==> config.mk <==
export PLATFORM = sky130hd
export DESIGN_NAME = fts_unit
export DESIGN_NICKNAME = d
export VERILOG_FILES = /design/src/core/fts_pkg.sv /design/src/core/fts_unit.sv
export SDC_FILE = /design/constraint.sdc
export NUM_CORES = 1
export LEC_CHECK = 0
export ABC_AREA = 1
export BUFFER_PORTS_ARGS = -buffer_cell sky130_fd_sc_hd__buf_2
export CORE_AREA = 10 10 154 156
export CTS_CLUSTER_SIZE = 14
export DETAILED_ROUTE_END_ITERATION = 10
export DIE_AREA = 0 0 164 166
export GPL_ROUTABILITY_DRIVEN = 0
export PLACE_DENSITY = 0.67
export SETUP_SLACK_MARGIN = 0.1
export SLEW_MARGIN = 20
export SYNTH_ARGS = -nofsm -noshare
export SYNTH_HDL_FRONTEND = slang
export SYNTH_SLANG_ARGS = --single-unit
==> constraint.sdc <==
create_clock -name clk_i -period 5.8 [get_ports clk_i]
set_clock_uncertainty 0.05 [all_clocks]
set_input_delay 0.29 -clock clk_i [delete_from_list [all_inputs] [get_ports clk_i]]
set_output_delay 0.29 -clock clk_i [all_outputs]
set_load 0.02 [all_outputs]
==> src/core/fts_pkg.sv <==
// fault, trap and status package: encodings, field positions and priority levels
// assumes a 64-bit virtual/program address and a single core clock
package fts_pkg;
   localparam int VA_W = 64;                       // address width
   // processor_status layout
   localparam int PS_W = 4;                        // status width
   localparam int PS_MODE_BIT = 3;                 // mode bit position
   localparam int IPL_W = 3;                       // priority field width
   localparam logic [3:0] PS_RESET = 4'h7;         // kernel, all interrupts held off
   localparam logic MODE_KERNEL = 1'b0;            // kernel encoding
   localparam logic MODE_USER = 1'b1;              // user encoding
   // mm_fault_code values
   localparam logic [2:0] FC_TNV = 3'h0;           // translation not valid
   localparam logic [2:0] FC_ACV = 3'h1;           // access violation
   localparam logic [2:0] FC_FOR = 3'h2;           // fault on read
   localparam logic [2:0] FC_FOE = 3'h3;           // fault on execute
   localparam logic [2:0] FC_FOW = 3'h4;           // fault on write
   // page_table_entry field positions
   localparam int PTE_V = 0;                       // valid
   localparam int PTE_FOR = 1;                     // fault on read
   localparam int PTE_FOW = 2;                     // fault on write
   localparam int PTE_FOE = 3;                     // fault on execute
   localparam int PTE_KRE = 8;                     // kernel_read_enable
   localparam int PTE_URE = 9;                     // user read enable
   localparam int PTE_KWE = 12;                    // kernel write enable
   localparam int PTE_UWE = 13;                    // user write enable
   // interrupt source classes and their levels
   localparam int NSRC = 4;                        // io, clock, perf counter, machine check
   localparam logic [2:0] IPL_DEV_LO = 3'h3;       // low priority devices
   localparam logic [2:0] IPL_DEV_HI = 3'h4;       // high priority devices
   localparam logic [2:0] IPL_CLOCK = 3'h5;        // clock and interprocessor
   localparam logic [2:0] IPL_RT = 3'h6;           // real time devices, perf counters
   localparam logic [2:0] IPL_MCHK = 3'h7;         // machine checks
   localparam logic [2:0] IPL_ZERO = 3'h0;         // user level
   localparam logic [2:0] QW_MASK = 3'h7;          // quadword alignment bits
   // dispatch kinds
   typedef enum logic [2:0] {FTS_ENT_NONE, FTS_ENT_MM, FTS_ENT_ARITH, FTS_ENT_SYNC,
                             FTS_ENT_INT} fts_entry_e;
   // reference kinds
   typedef enum logic [1:0] {FTS_ACC_READ, FTS_ACC_WRITE, FTS_ACC_EXEC} fts_access_e;
   // status write sources
   typedef enum logic [1:0] {FTS_PSW_RTI, FTS_PSW_RETSYS, FTS_PSW_SWPIPL} fts_psw_e;
endpackage

==> src/core/fts_unit.sv <==
// fault_trap_status_unit: memory-management fault classification, exception pc
// selection, interrupt arbitration, processor_status and context swap control.
// assumes the core supplies page_table_entry words for the reference being checked
// and stalls issue while issue_hold_o is high.
`timescale 1ns/1ps
module fts_unit #(
   parameter int NTRAP = 4                         // arithmetic traps reportable together
) (
   // clock and reset
   input wire logic clk_i,
   input wire logic reset_n_i,
   // memory reference check
   input wire logic ref_valid_i,                   // one-cycle check request
   input wire fts_pkg::fts_access_e ref_kind_i,
   input wire logic ref_kseg_i,                    // address in kernel direct segment
   input wire logic [fts_pkg::VA_W-1:0] ref_pc_i,  // pc of referencing instruction
   input wire logic [15:0] pte1_i,                 // first-level entry low bits
   input wire logic [15:0] pte2_i,                 // second-level entry low bits
   input wire logic [15:0] pte3_i,                 // third-level entry low bits
   // arithmetic traps
   input wire logic [NTRAP-1:0] arith_trap_i,      // trapping instructions this cycle
   input wire logic [NTRAP-1:0] arith_swc_i,       // their software completion modifiers
   input wire logic [fts_pkg::VA_W-1:0] next_pc_i, // next instruction that would issue
   // synchronous traps
   input wire logic sync_cause_i,                  // causing operation in flight
   input wire logic sync_done_i,                   // causing operation completed
   input wire logic [fts_pkg::VA_W-1:0] sync_pc_i, // pc after the causing operation
   // interrupt requests, pins from outside the core domain
   input wire logic io_lo_req_i,
   input wire logic io_hi_req_i,
   input wire logic clock_req_i,
   input wire logic perf_req_i,
   input wire logic mchk_req_i,
   // status operations
   input wire logic ps_write_i,                    // rti, retsys or swpipl
   input wire fts_pkg::fts_psw_e ps_src_i,
   input wire logic [fts_pkg::PS_W-1:0] ps_wdata_i,
   // context swap
   input wire logic swap_req_i,
   input wire logic [fts_pkg::VA_W-1:0] pcb_addr_i,
   input wire logic swap_done_i,                   // memory side finished save and load
   // outputs
   output logic [fts_pkg::PS_W-1:0] processor_status_o,
   output logic dispatch_o,                        // one-cycle entry pulse
   output fts_pkg::fts_entry_e dispatch_kind_o,
   output logic [fts_pkg::VA_W-1:0] exc_pc_o,
   output logic [2:0] mm_fault_code_o,             // handler argument a1 for mm entry
   output logic software_completion_summary_o,
   output logic [2:0] int_level_o,
   output logic use_kernel_stack_o,
   output logic issue_hold_o,
   output logic swap_busy_o,
   output logic swap_align_err_o
);
   import fts_pkg::*;

   // synchronisers for interrupt pins
   logic [4:0] irq_s1_reg;
   logic [4:0] irq_s2_reg;
   always_ff @(posedge clk_i or negedge reset_n_i) begin
      if (!reset_n_i) begin
         irq_s1_reg <= '0;
         irq_s2_reg <= '0;
      end else begin
         irq_s1_reg <= {mchk_req_i, perf_req_i, clock_req_i, io_hi_req_i, io_lo_req_i};
         irq_s2_reg <= irq_s1_reg;
      end
   end

   // state registers
   logic [PS_W-1:0] ps_reg;
   logic [PS_W-1:0] ps_next;
   logic dispatch_reg;
   fts_entry_e kind_reg;
   logic [VA_W-1:0] pc_reg;
   logic [2:0] code_reg;
   logic swc_reg;
   logic [2:0] lvl_reg;
   logic kstack_reg;
   logic sync_pend_reg;                            // trap cause awaiting completion
   logic swap_reg;
   logic align_reg;
   logic hold_reg;                                 // registered issue hold

   // protection check of the third-level entry
   function automatic logic prot_denied(input logic [15:0] page_table_entry, input fts_access_e k,
                                        input logic mode);
      logic rd_ok;
      logic wr_ok;
      rd_ok = (mode == MODE_USER) ? page_table_entry[PTE_URE] : page_table_entry[PTE_KRE];
      wr_ok = (mode == MODE_USER) ? page_table_entry[PTE_UWE] : page_table_entry[PTE_KWE];
      return (k == FTS_ACC_WRITE) ? !wr_ok : !rd_ok;
   endfunction

   // fault classification, walk order matters: upper levels first
   // mode bit: zero runs kernel, one runs user
   wire mode_w = ps_reg[PS_MODE_BIT];
   wire kseg_acv = ref_kseg_i && (mode_w == MODE_USER);
   wire l1_bad = !pte1_i[PTE_V];
   wire l2_bad = !pte2_i[PTE_V];
   wire l1_acv = l1_bad && !pte1_i[PTE_KRE];
   wire l2_acv = l2_bad && !pte2_i[PTE_KRE];
   wire l3_acv = prot_denied(pte3_i, ref_kind_i, mode_w);
   wire tnv_any = l1_bad || l2_bad || !pte3_i[PTE_V];
   wire for_hit = (ref_kind_i == FTS_ACC_READ) && pte3_i[PTE_FOR];
   wire foe_hit = (ref_kind_i == FTS_ACC_EXEC) && pte3_i[PTE_FOE];
   wire fow_hit = (ref_kind_i == FTS_ACC_WRITE) && pte3_i[PTE_FOW];
   wire mm_fault = ref_valid_i && (kseg_acv || tnv_any || (!ref_kseg_i &&
                   (l3_acv || for_hit || foe_hit || fow_hit)));
   // the direct segment has no page tables: only the mode check applies
   logic [2:0] code_w;
   always_comb begin
      if (kseg_acv) begin
         code_w = FC_ACV;
      end else if (l1_acv || (!l1_bad && l2_acv)) begin
         code_w = FC_ACV;
      end else if (l1_bad || l2_bad) begin
         code_w = FC_TNV;
      end else if (l3_acv) begin
         code_w = FC_ACV;
      end else if (!pte3_i[PTE_V]) begin
         code_w = FC_TNV;
      end else if (fow_hit) begin
         code_w = FC_FOW;
      end else if (for_hit) begin
         code_w = FC_FOR;
      end else begin
         code_w = FC_FOE;
      end
   end
   wire mm_hit = mm_fault && !(ref_kseg_i && !kseg_acv);

   // interrupt arbitration over the source classes
   wire [2:0] src_lvl_io_lo = irq_s2_reg[0] ? IPL_DEV_LO : IPL_ZERO;
   wire [2:0] src_lvl_io_hi = irq_s2_reg[1] ? IPL_DEV_HI : IPL_ZERO;
   wire [2:0] src_lvl_clk = irq_s2_reg[2] ? IPL_CLOCK : IPL_ZERO;
   wire [2:0] src_lvl_perf = irq_s2_reg[3] ? IPL_RT : IPL_ZERO;
   wire [2:0] src_lvl_mchk = irq_s2_reg[4] ? IPL_MCHK : IPL_ZERO;
   logic [2:0] best_lvl;
   always_comb begin
      best_lvl = src_lvl_io_lo;
      if (src_lvl_io_hi > best_lvl) best_lvl = src_lvl_io_hi;
      if (src_lvl_clk > best_lvl) best_lvl = src_lvl_clk;
      if (src_lvl_perf > best_lvl) best_lvl = src_lvl_perf;
      if (src_lvl_mchk > best_lvl) best_lvl = src_lvl_mchk;
   end
   wire int_take = best_lvl > ps_reg[IPL_W-1:0];

   // arithmetic trap summary
   wire arith_any = |arith_trap_i;
   wire swc_and = &(arith_swc_i | ~arith_trap_i);
   wire sync_take = sync_pend_reg && sync_done_i;

   // dispatch selection; faults first, then traps, then interrupts
   fts_entry_e kind_w;
   always_comb begin
      if (swap_reg) begin
         kind_w = FTS_ENT_NONE;                    // swap owns the pipeline
      end else if (mm_hit) begin
         kind_w = FTS_ENT_MM;
      end else if (arith_any) begin
         kind_w = FTS_ENT_ARITH;
      end else if (sync_take) begin
         kind_w = FTS_ENT_SYNC;
      end else if (int_take) begin
         kind_w = FTS_ENT_INT;
      end else begin
         kind_w = FTS_ENT_NONE;
      end
   end
   wire take_w = kind_w != FTS_ENT_NONE;

   // next status: exception entry or documented write only
   always_comb begin
      ps_next = ps_reg;
      if (take_w) begin
         ps_next[PS_MODE_BIT] = MODE_KERNEL;
         if (kind_w == FTS_ENT_INT) ps_next[IPL_W-1:0] = best_lvl;
      end else if (ps_write_i) begin
         if (ps_src_i == FTS_PSW_SWPIPL) begin
            ps_next[IPL_W-1:0] = ps_wdata_i[IPL_W-1:0];                // swpipl keeps mode
         end else begin
            ps_next = ps_wdata_i;
         end
      end
      // user mode forces the level field to zero
      if (ps_next[PS_MODE_BIT] == MODE_USER) ps_next[IPL_W-1:0] = IPL_ZERO;
   end

   // exception pc choice
   logic [VA_W-1:0] pc_w;
   always_comb begin
      case (kind_w)
         FTS_ENT_MM: pc_w = ref_pc_i;
         FTS_ENT_ARITH: pc_w = next_pc_i;
         FTS_ENT_SYNC: pc_w = sync_pc_i;
         default: pc_w = next_pc_i;
      endcase
   end

   wire align_bad = |(pcb_addr_i[2:0] & QW_MASK);
   // next busy value, also feeding the registered issue hold
   wire swap_next = (swap_req_i && !swap_reg) ? !align_bad : (swap_reg && !swap_done_i);

   // status and mode register; kernel at level seven after reset
   always_ff @(posedge clk_i or negedge reset_n_i) begin
      if (!reset_n_i) ps_reg <= PS_RESET;
      else ps_reg <= ps_next;
   end

   // dispatch outputs, registered one cycle after the cause
   always_ff @(posedge clk_i or negedge reset_n_i) begin
      if (!reset_n_i) begin
         dispatch_reg <= 1'b0;
         kind_reg <= FTS_ENT_NONE;
         pc_reg <= '0;
         lvl_reg <= IPL_ZERO;
         kstack_reg <= 1'b1;
      end else begin
         dispatch_reg <= take_w;
         kind_reg <= kind_w;
         if (take_w) pc_reg <= pc_w;
         if (take_w) lvl_reg <= ps_next[IPL_W-1:0];
         kstack_reg <= ps_next[PS_MODE_BIT] == MODE_KERNEL;
      end
   end

   // handler arguments held until the next dispatch of their own kind
   always_ff @(posedge clk_i or negedge reset_n_i) begin
      if (!reset_n_i) begin
         code_reg <= FC_TNV;
         swc_reg <= 1'b0;
      end else begin
         if (kind_w == FTS_ENT_MM) code_reg <= code_w;
         if (kind_w == FTS_ENT_ARITH) swc_reg <= swc_and;
      end
   end

   // synchronous trap: hold issue from cause until the trap is taken
   // a cause in the cycle its predecessor is taken re-arms the hold: set wins
   wire sync_pend_next = sync_cause_i || (sync_pend_reg && (kind_w != FTS_ENT_SYNC));
   always_ff @(posedge clk_i or negedge reset_n_i) begin
      if (!reset_n_i) sync_pend_reg <= 1'b0;
      else sync_pend_reg <= sync_pend_next;
   end

   // context swap busy and alignment report
   always_ff @(posedge clk_i or negedge reset_n_i) begin
      if (!reset_n_i) begin
         swap_reg <= 1'b0;
         align_reg <= 1'b0;
      end else begin
         if (swap_req_i && !swap_reg) begin
            swap_reg <= !align_bad;
            align_reg <= align_bad;
         end else if (swap_done_i) begin
            swap_reg <= 1'b0;
         end
      end
   end

   // issue hold taken from the next values, so the pin has no gate behind its flops
   always_ff @(posedge clk_i or negedge reset_n_i) begin
      if (!reset_n_i) hold_reg <= 1'b0;
      else hold_reg <= sync_pend_next || swap_next;
   end

   // outputs straight from flops
   assign processor_status_o = ps_reg;
   assign dispatch_o = dispatch_reg;
   assign dispatch_kind_o = kind_reg;
   assign exc_pc_o = pc_reg;
   assign mm_fault_code_o = code_reg;
   assign software_completion_summary_o = swc_reg;
   assign int_level_o = lvl_reg;
   assign use_kernel_stack_o = kstack_reg;
   assign issue_hold_o = hold_reg;
   assign swap_busy_o = swap_reg;
   assign swap_align_err_o = align_reg;
endmodule // fts_unit

==> results of run 1 <==
-- critical path: cells and delay by family (launching register included) --
kind | cells | cell delay (ps)
buf+inv | 7 | 820
fa+ha+maj | 4 | 1150
flops | 1 | 390
compound gates | 2 | 150
simple gates | 18 | 2200
-- placed cells by master, fill, tap and decap left out, types with 2 or more instances in the layout --
| master | count |
|---|---|
| nor2_4 | 3 |
| buf_2 | 318 |
| nand2_2 | 3 |
| o211ai_1 | 2 |
| dlygate4sd3_1 | 6 |
| nand4_1 | 3 |
| buf_4 | 7 |
| inv_2 | 2 |
| o21ai_0 | 7 |
| nand3_2 | 2 |
| nand2_4 | 2 |
| dfstp_2 | 4 |
| a21oi_1 | 8 |
| nor2_1 | 17 |
| nand3_1 | 140 |
| inv_8 | 2 |
| nor2_2 | 2 |
| inv_1 | 36 |
| clkbuf_16 | 9 |
| mux2_2 | 3 |
| nand2_1 | 371 |
| dfrtp_1 | 90 |
| o22ai_1 | 2 |
| ha_1 | 10 |
-- metrics by stage --
stage / hold slack [ps] / cells / total power (W)
after floorplan: -55.6 / 757 / 0.00125
after global placement: 283 / 1316 / 0.00152
after detailed placement: 286 / 1316 / 0.00153
after CTS: 114 / 1338 / 0.00219
after global routing: 121 / 1338 / 0.00229
final: 131 / 1338 / 0.00214
-- what timing repair did --
item | CTS | global route
setup buffers | 0 | 0
hold endpoints to repair | 52 | 0
hold buffers | 6 | 0
-- area by class of cell --
cell class,count,share of cell area
Clock buffer,10,0.0319
Clock inverter,6,0.0103
Inverter,38,0.0190
Multi-Input combinational cell,584,0.351
Sequential cell,94,0.314
Tap cell,275,0.0459
Timing Repair Buffer,331,0.227
-- worst paths after layout --
check / to / depth (start not counted)
worst max-delay path: exc_pc_o[22] / 31
worst min-delay path: sync_pend_reg / 3
worst max register to register: exc_pc_o[22] / 31
worst min register to register: irq_s2_reg[0] / 0
max in group asynchronous: irq_s2_reg[1] / 3
min in group asynchronous: exc_pc_o[8] / 2
-- power groups by stage --
| stage | registers [W] | logic (W) | clock network, W |
|---|---|---|---|
| 2_1_floorplan | 0.000973 | 0.000273 | 0 |
| 3_3_place_gp | 0.000834 | 0.000687 | 0 |
| 3_5_place_dp | 0.000837 | 0.000698 | 0 |
| 4_1_cts | 0.000827 | 0.000702 | 0.000658 |
| 5_1_grt | 0.000841 | 0.000766 | 0.000683 |
| 6_report | 0.000826 | 0.000688 | 0.000627 |
-- layer usage --
layer / share of wire / vias up / GRT usage
li1: - / 3007 / -
met2: 0.49 / 250 / 0.243
met1: 0.40 / 2629 / 0.153
met4: 0.018 / 0 / 0.0416
met5: 0 / - / 0
met3: 0.098 / 28 / 0.0473
-- logic make-up (layout without fill, tap and decap cells) --
| family | Yosys count | after routing |
|---|---|---|
| adder cells (fa/ha/maj) | 10 | 10 |
| flip-flops | 94 | 94 |
| AO/OA/AOI/OAI | 24 | 24 |
| buffers and inverters | 79 | 385 |
| AND/OR/NAND/NOR | 547 | 547 |
| multiplexers | 3 | 3 |
==> metrics.md, run 1 <==
| Metric | Value |
|---|---|
| Status | `finished, final reports clean` |
| Crit path top cell by count | `nand2_1` |
| Fin nets | `roughly 1,400` |
| Gate power share | `0.321` |
| First-pass GRT wire length | `between 30,000 and 40,000 um` |
| FF-to-FF Start | `irq_s2_reg[2]` |
| Slew @ Worst Pin | `around 1100 ps` |
| Routed WL | `just under 20,000 um` |
| Clk sinks | `between 90 and 100` |
| Clock transition at path regs | `~70 ps` |
| CTS tree | `yes` |
| Synth Area in Simple Gates | `0.432` |
| Async SR Flop Fraction | `1.00` |
| Htree depth | `3` |
| Setup WS pre-CTS | `slightly below 900 ps` |
| Synth cell count leaders | `nand2_1, nand3_1, dfrtp_1` |
| Ys flop type | `dfrtp_1` |
| Ranking of synthesized cells by area | `dfrtp_1, nand2_1, nand3_1` |
| Number of flip-flops under the largest register name | `64` |
| Row Count | `53` |
| Max_cap viols | `0` |
| # IOs | `417` |
| Via count | `around 5,900` |
| Adder-Cell Fraction of Synth Area | `0.0234` |
| DRC viols | `0` |
| RSZ-0062 raised after global routing | `no` |
| Worst R2R Setup Slack | `roughly 920 ps` |
| Core area | `slightly above 20,000 um^2` |
| Synth Area in XOR/XNOR | `0` |
| Cts bufs inserted | `9` |
| Yosys warning total | `0` |
| Drt via density | `~4.4` |
| Fin crit period | `between 4000 and 5000 ps` |
| Routed Antenna Nets | `0` |
| Post-Syn Area | `about 5300 um^2` |
| Final setup vio count | `0` |
| Fin crit share | `0.841` |
| Filler Cells Inserted | `about 2,200` |
| PortBufs | `between 300 and 400` |
| Die footprint | `approximately 27,000 um^2` |
| GRT Resource Usage Total | `0.139` |
| Post-route setup TNS | `0 ps` |
| Layout cells sized above 1 | `0.344` |
| Largest net degree at the start of global routing | `between 60 and 70` |
| P_int | `0.00136 W` |
| Yosys reg bits | `94` |
| PostCTS Resize Cnt | `0` |
| Initial antenna violation count | `0` |
| Vias in the first global route | `6,063` |
| Final Hold Fails | `0` |
| Part of the power in the clock network | `0.293` |
| CP endpoint kind | `register` |
| Worst Path Max Fanout | `38` |
| Fin worst setup slack | `about 900 ps` |
| Clock Path Buffers | `2` |
| Crit. Startpoint | `irq_s2_reg[2]` |
| Die width | `164 um` |
| CP max stage cell | `nor2_4` |
| Critical Path RT | `6030 ps` |
| Multi-input logic area | `around 2600 um^2` |
| Starting density of the core | `0.258` |
| Synth Net Count | `~1,100` |
| Worst Path Class, Setup | `reg -> reg` |
| Seq pwr share | `0.386` |
| EDFF count, synth | `0` |
| Cells after Synth | `757` |
| Die Y | `~170 um` |
| Count leader, synth | `nand2_1` |
| Crit path largest cell delay | `about 580 ps` |
| Max Fclk | `205 MHz` |
| Final Max Slew Viols | `0` |
| HP Start | `sync_cause_i` |
| Core Util, Final | `0.362` |
| Sequential area share after synthesis | `0.441` |
| Clock Latency Late Sink | `340 ps` |
| Syn-to-layout area delta | `40.4%` |
| Area after DPL | `~7100 um^2` |
| HPWL Detailed | `roughly 15,000 um` |
| LEAKAGE | `between 4 and 5 nW` |
| Setup crit start kind | `register` |
| Peak supply drop | `roughly 0.16 mV` |
| Rel. slew slack | `0.257` |
| Synth unique cells | `32` |
| Storage cell area | `between 2000 and 2500 um^2` |
| Iteration-0 DRC Markers | `~280` |
| Compound-Gate Fraction of Synth Area | `0.0286` |
| Worst min-delay path class | `in -> reg` |
| Mean Syn Cell Area | `a little over 7 um^2` |
| Root Buffer | `clkbuf_16` |
| NetSw | `slightly below 0.0008 W` |
| P per Cell Area | `between 200 and 300 nW/um^2` |
| Largest family of logic cells by synthesized area | `simple AND/OR/NAND/NOR gates` |
| Yosys top cell area share | `0.422` |
| Switching Fraction | `0.363` |
| WP data arrival | `5100 ps` |
| Fin area | `~7500 um^2` |
| Global route overflow | `0` |
| Wire per inst | `roughly 15 um` |
| Drt first pass iters | `5` |
| Proportion of synthesized area in mux cells | `0.00633` |
| Leading area contributor after synthesis | `dfrtp_1` |
| Antenna diode count | `0` |
Power figures use the tool's default switching activity.
==> run 2, diff against run 1 <==
ABC_AREA = 0   (was 1)
CORE_AREA = 10 10 152 154   (was 10 10 154 156)
DIE_AREA = 0 0 162 164   (was 0 0 164 166)
PLACE_DENSITY = 0.7   (was 0.67)
clock period = 4.25 ns   (was 5.8 ns; I/O delays follow)
==> metrics.md, run 2 <==
| Metric | Value |
|---|---|
| Status | `finished, violations left` |
| Failing checks | `setup timing` |
| Vias in the first global route | `a little over 6,000` |
| Fin nets | `~1,300` |
| Count leader, synth | `a31oi_1` |
| Mean Syn Cell Area | `~8.9 um^2` |
| Slew @ Worst Pin | `roughly 890 ps` |
| Commonest cells after routing, fill and taps aside | `buf_2, a31oi_1, dfrtp_1` |
| Initial antenna violation count | `1` |
| Fin worst setup slack | `-94.6 ps` |
| P per Cell Area | `approximately 370 nW/um^2` |
| EDFF count, synth | `0` |
| Core Util, Final | `0.419` |
| Fin area | `about 8400 um^2` |
| Clock transition at path regs | `80 ps` |
| RSZ-0062 raised after global routing | `yes` |
| Synth Net Count | `around 940` |
| HPWL Detailed | `~16,000 um` |
| Peak supply drop | `between 0.2 and 0.25 mV` |
| Wire per inst | `just under 20 um` |
| Syn-to-layout area delta | `59.5%` |
| Row Count | `52` |
| Crit. Startpoint | `irq_s2_reg[1]` |
| Fin crit period | `about 4300 ps` |
| Hold path endpoint | `exc_pc_o[35]` |
| HP Start | `next_pc_i[35]` |
| Clock Path Buffers | `2` |
| PortBufs | `around 320` |
| Worst R2R Setup Slack | `-90 ps` |
| Synth cell count leaders | `a31oi_1, dfrtp_1, nor2_1` |
| Iteration-0 DRC Markers | `between 400 and 500` |
| Yosys reg bits | `94` |
| Ys flop type | `dfrtp_1` |
| Max Fclk | `around 230 MHz` |
| WP data arrival | `around 4500 ps` |
| Sequential area share after synthesis | `0.448` |
| Routed WL | `~24,000 um` |
| Clock Latency Late Sink | `about 340 ps` |
| Hold depth | `3` |
| Filler Cells Inserted | `2,028` |
| Ranking of synthesized cells by area | `dfrtp_1, a31oi_1, nor3b_1` |
| Area after DPL | `7120 um^2` |
| Drt via density | `between 5 and 6` |
| Yosys top cell area share | `0.428` |
| Cts bufs inserted | `9` |
| Setup WS pre-CTS | `-357 ps` |
| Largest net degree at the start of global routing | `between 100 and 150` |
| Post-Syn Area | `5270 um^2` |
| Clk sinks | `94` |
| Max_cap viols | `0` |
| LEAKAGE | `between 3 and 4 nW` |
| DRC viols | `0` |
| Final Hold Fails | `0` |
| Die footprint | `26,600 um^2` |
| Drt first pass iters | `5` |
| Commonest non-fill, non-tap cell in the layout | `buf_2` |
| Fin crit share | `1.02` |
| Global route overflow | `0` |
| Htree depth | `3` |
| Setup crit start kind | `register` |
| FF-to-FF Start | `irq_s2_reg[1]` |
| Async SR Flop Fraction | `1.00` |
| Die width | `approximately 160 um` |
| Design Power | `approximately 0.0031 W` |
| Worst r2r path cells | `23` |
| Synth unique cells | `42` |
| # IOs | `between 400 and 500` |
| Critical Path RT | `between 4000 and 5000 ps` |
| GRT Resource Usage Total | `0.157` |
| CTS tree | `yes` |
| Layout cells sized above 1 | `0.512` |
| Cells after Synth | `just under 600` |
| Reg-to-Reg End | `exc_pc_o[63]` |
| Die Y | `between 150 and 200 um` |
| Core area | `between 20,000 and 25,000 um^2` |
| Worst min-delay path class | `in -> reg` |
| Worst Path Max Fanout | `7` |
| Final setup vio count | `34` |
| CP endpoint kind | `register` |
| Yosys warning total | `0` |
| Starting density of the core | `0.263` |
| First-pass GRT wire length | `~33,000 um` |
| Worst Path Class, Setup | `reg -> reg` |
| Root Buffer | `clkbuf_16` |
| Rel. slew slack | `0.405` |
| Final Max Slew Viols | `0` |
| Via count | `just under 6,000` |
| Routed Antenna Nets | `0` |
| Leading area contributor after synthesis | `dfrtp_1` |
| Number of flip-flops under the largest register name | `64` |
| Hold_ws | `around 45 ps` |
run 2: worst max path at each step:
stage / to / slack [ps]
after floorplan: exc_pc_o[0] / 40
after global placement: exc_pc_o[24] / -160
after detailed placement: exc_pc_o[37] / -360
after CTS: exc_pc_o[49] / -180
after global routing: exc_pc_o[58] / -280
final: exc_pc_o[63] / -90
run 2: kinds of logic (layout without fill, tap and decap cells):
logic type / count (synthesis) / after routing / synth area share
mux: 9 / 9 / 0.0211
fa+ha+maj: 10 / 10 / 0.0238
compound gates: 169 / 169 / 0.206
simple gates: 240 / 240 / 0.230
flops: 94 / 94 / 0.448
other cells: 0 / 1 / 0
buf+inv: 73 / 392 / 0.0717
run 2: cell type report:
| type | instances | area [um^2] | share of cell area |
|---|---|---|---|
| Multi-Input combinational cell | 428 | 3190 | 0.380 |
| Sequential cell | 94 | 2360 | 0.281 |
| Timing Repair Buffer | 356 | 2120 | 0.252 |
| Tap cell | 270 | 338 | 0.0402 |
| Clock buffer | 10 | 229 | 0.0272 |
| Clock inverter | 6 | 91.3 | 0.0109 |
| Inverter | 20 | 75.1 | 0.00893 |
| Antenna cell | 1 | 2.50 | 0.000298 |
run 2: where the power goes:
group	internal, W	leakage, nW	switching [W]
Clock	0.000521	0.157	0.000371
Sequential	0.00103	1.09	0.0000922
Combinational	0.000466	2.58	0.000610
run 2: worst max-delay path, stage by stage (launching register included):
cell and delay [ps]:
dfrtp_1 370, inv_2 60, ha_4 150, or3b_4 390, ha_4 180, a21oi_4 130
mux2_4 320, a31oi_4 160, inv_2 70, ha_4 260, nor2b_4 180, o31ai_4 70
a31oi_1 160, o32a_1 220, ha_4 220, nor2b_4 120, o21a_1 170, o21ai_2 200
a31oi_4 110, buf_12 190, buf_12 150, buf_16 160, nor2_4 90, a31oi_2 50
run 2: routing by layer:
layer  vias up  wire length, um  track usage
li1       2784                -            -
met1      2845             9150        0.180
met2       271            11900        0.276
met3        37             1920       0.0488
met4         0              528       0.0459
met5         -                0            0
run 2: repair_timing:
action / in CTS / in global routing
hold endpoints to repair: 63 / 0
gates cloned: 5 / 4
gates resized for setup: 47 / 65
buffers inserted: 7 / 3
hold buffers: 6 / 0
endpoints found under the setup margin: 74 / 74
pin swaps: 7 / 8
run 2: stage by stage:
stage               std cells  TNS (ps)
floorplan                 595         0
global placement         1145     -8220
detailed placement       1145    -20380
CTS                      1179     -9440
global route             1185    -15100
finish                   1185     -1880
==> run 3, diff against run 2 <==
CORE_AREA = 2 2 161 163   (was 10 10 152 154)
DIE_AREA = 0 0 163 165   (was 0 0 162 164)
PLACE_DENSITY = 0.6   (was 0.7)
==> metrics.md, run 3 (synthesis results as in run 2) <==
| Metric | Value |
|---|---|
| Clock Path Buffers | `2` |
| Die footprint | `between 20,000 and 30,000 um^2` |
| Hold_ws | `roughly 24 ps` |
| Failing checks | `setup timing` |
| Syn-to-layout area delta | `55.9%` |
| Finished Layout Cells | `~1,200` |
| Rel. slew slack | `0.419` |
| Fin worst setup slack | `-246 ps` |
| Worst r2r path cells | `22` |
| Global route overflow | `0` |
| FF-to-FF Start | `irq_s2_reg[1]` |
| HP Start | `sync_cause_i` |
| Vias in the first global route | `approximately 5,600` |
| Layout cells sized above 1 | `0.482` |
| Commonest non-fill, non-tap cell in the layout | `buf_2` |
| Hold path endpoint | `sync_pend_reg` |
| Setup WS pre-CTS | `-362 ps` |
| GRT Resource Usage Total | `0.139` |
| Setup crit start kind | `register` |
| PortBufs | `between 300 and 400` |
| Routed Antenna Nets | `0` |
| Fin nets | `roughly 1,300` |
| Hold depth | `2` |
| Via count | `approximately 5,700` |
| Clock transition at path regs | `70 ps` |
| Largest net degree at the start of global routing | `approximately 140` |
| Status | `finished, violations left` |
| # IOs | `approximately 420` |
| Worst R2R Setup Slack | `-250 ps` |
| Filler Cells Inserted | `around 2,600` |
| P per Cell Area | `about 350 nW/um^2` |
| Routed WL | `about 19,000 um` |
| Placed insts | `~1,200` |
| RSZ-0062 raised after global routing | `yes` |
| Peak supply drop | `roughly 0.14 mV` |
| Root Buffer | `clkbuf_16` |
| Worst Path Class, Setup | `reg -> reg` |
| Worst Path Max Fanout | `9` |
| Max Fclk | `222 MHz` |
| Final Hold Fails | `0` |
| Max_cap viols | `0` |
| Fin crit share | `1.06` |
| Row Count | `58` |
| LEAKAGE | `~3.8 nW` |
| Htree depth | `3` |
| HPWL Detailed | `~14,000 um` |
| Drt first pass iters | `4` |
| Antenna diode count | `0` |
| Critical Path RT | `between 4000 and 5000 ps` |
| Final Max Slew Viols | `0` |
| Core area | `between 20,000 and 30,000 um^2` |
| Die width | `163 um` |
| WP data arrival | `between 4000 and 5000 ps` |
| Slew @ Worst Pin | `slightly below 900 ps` |
| CTS tree | `yes` |
| Die Y | `about 170 um` |
| Crit. Startpoint | `irq_s2_reg[1]` |
| Clock Latency Late Sink | `~340 ps` |
| Starting density of the core | `0.210` |
| Initial antenna violation count | `0` |
| Reg-to-Reg End | `exc_pc_o[23]` |
| Clk sinks | `94` |
| Fin crit period | `about 4500 ps` |
| DRC viols | `0` |
| CP endpoint kind | `register` |
| Drt via density | `between 4 and 5` |
| Iteration-0 DRC Markers | `about 290` |
| Wire per inst | `roughly 16 um` |
| Number of flip-flops under the largest register name | `64` |
| Worst min-delay path class | `in -> reg` |
| Cts bufs inserted | `9` |
| Commonest cells after routing, fill and taps aside | `buf_2, a31oi_1, dfrtp_1` |
| Final setup vio count | `a little over 70` |
| First-pass GRT wire length | `roughly 29,000 um` |
## run 3: how the worst max path moves through the flow
stage / to / slack [ps] / cells past startpoint
final: exc_pc_o[23] / -250 / 22
after CTS: exc_pc_o[63] / -210 / 22
after floorplan: exc_pc_o[0] / 40 / 21
after global placement: exc_pc_o[62] / -190 / 22
after detailed placement: exc_pc_o[56] / -360 / 22
after global routing: exc_pc_o[19] / -390 / 21
## run 3: power breakdown
part / total (W) / switching, W / leakage (nW) / internal [W]
combinational: 0.000988 / 0.000556 / 2.55 / 0.000431
clock: 0.000785 / 0.000353 / 0.139 / 0.000432
sequential: 0.00113 / 0.0000993 / 1.09 / 0.00103
## run 3: worst max-delay path: stages, from the launching register on
cell,delay [ps]
dfrtp_1,370
inv_2,60
ha_4,150
or3b_4,410
ha_4,180
a21oi_4,130
mux2_4,330
a31oi_4,160
inv_2,60
ha_4,210
nor2b_4,130
o31ai_4,250
a31oi_1,70
o32a_1,220
ha_1,340
nor2b_4,130
o21a_1,180
o21ai_2,200
a31oi_4,160
buf_12,230
clkbuf_16,180
nor2_4,100
a31oi_4,40
## run 3: stage by stage
step | instance area, um^2 | TNS, ps | power (W) | utilization
after floorplan | 5330 | 0 | 0.00162 | -
after global placement | 7290 | -8940 | 0.00199 | 0.291
after detailed placement | 7290 | -19780 | 0.00200 | 0.291
after CTS | 8010 | -7870 | 0.00290 | 0.320
after global routing | 8210 | -22860 | 0.00309 | 0.328
final | 8210 | -11050 | 0.00290 | 0.328
## run 3: final cells by class
| type | count | area, um^2 | area share |
|---|---|---|---|
| Clock buffer | 12 | 256 | 0.0312 |
| Sequential cell | 94 | 2360 | 0.287 |
| Inverter | 20 | 75.1 | 0.00914 |
| Clock inverter | 4 | 30.0 | 0.00366 |
| Multi-Input combinational cell | 428 | 2970 | 0.362 |
| Tap cell | 330 | 413 | 0.0503 |
| Timing Repair Buffer | 359 | 2110 | 0.257 |
## run 3: per-layer routing
| layer | wire [um] | global-route usage | vias up | part of all wire |
|---|---|---|---|---|
| met3 | 1310 | 0.0301 | 23 | 0.067 |
| met4 | 383 | 0.0487 | 0 | 0.020 |
| li1 | - | - | 2784 | - |
| met5 | 0 | 0 | - | 0 |
| met1 | 7760 | 0.157 | 2661 | 0.40 |
| met2 | 10000 | 0.257 | 218 | 0.51 |
## run 3: what timing repair did
action,4_1_cts,5_1_grt
pin swaps,12,12
gates resized for setup,56,42
endpoints found under the hold margin,50,0
setup buffers,5,2
hold buffers,6,0
gates cloned,4,1
endpoints found under the setup margin,74,74
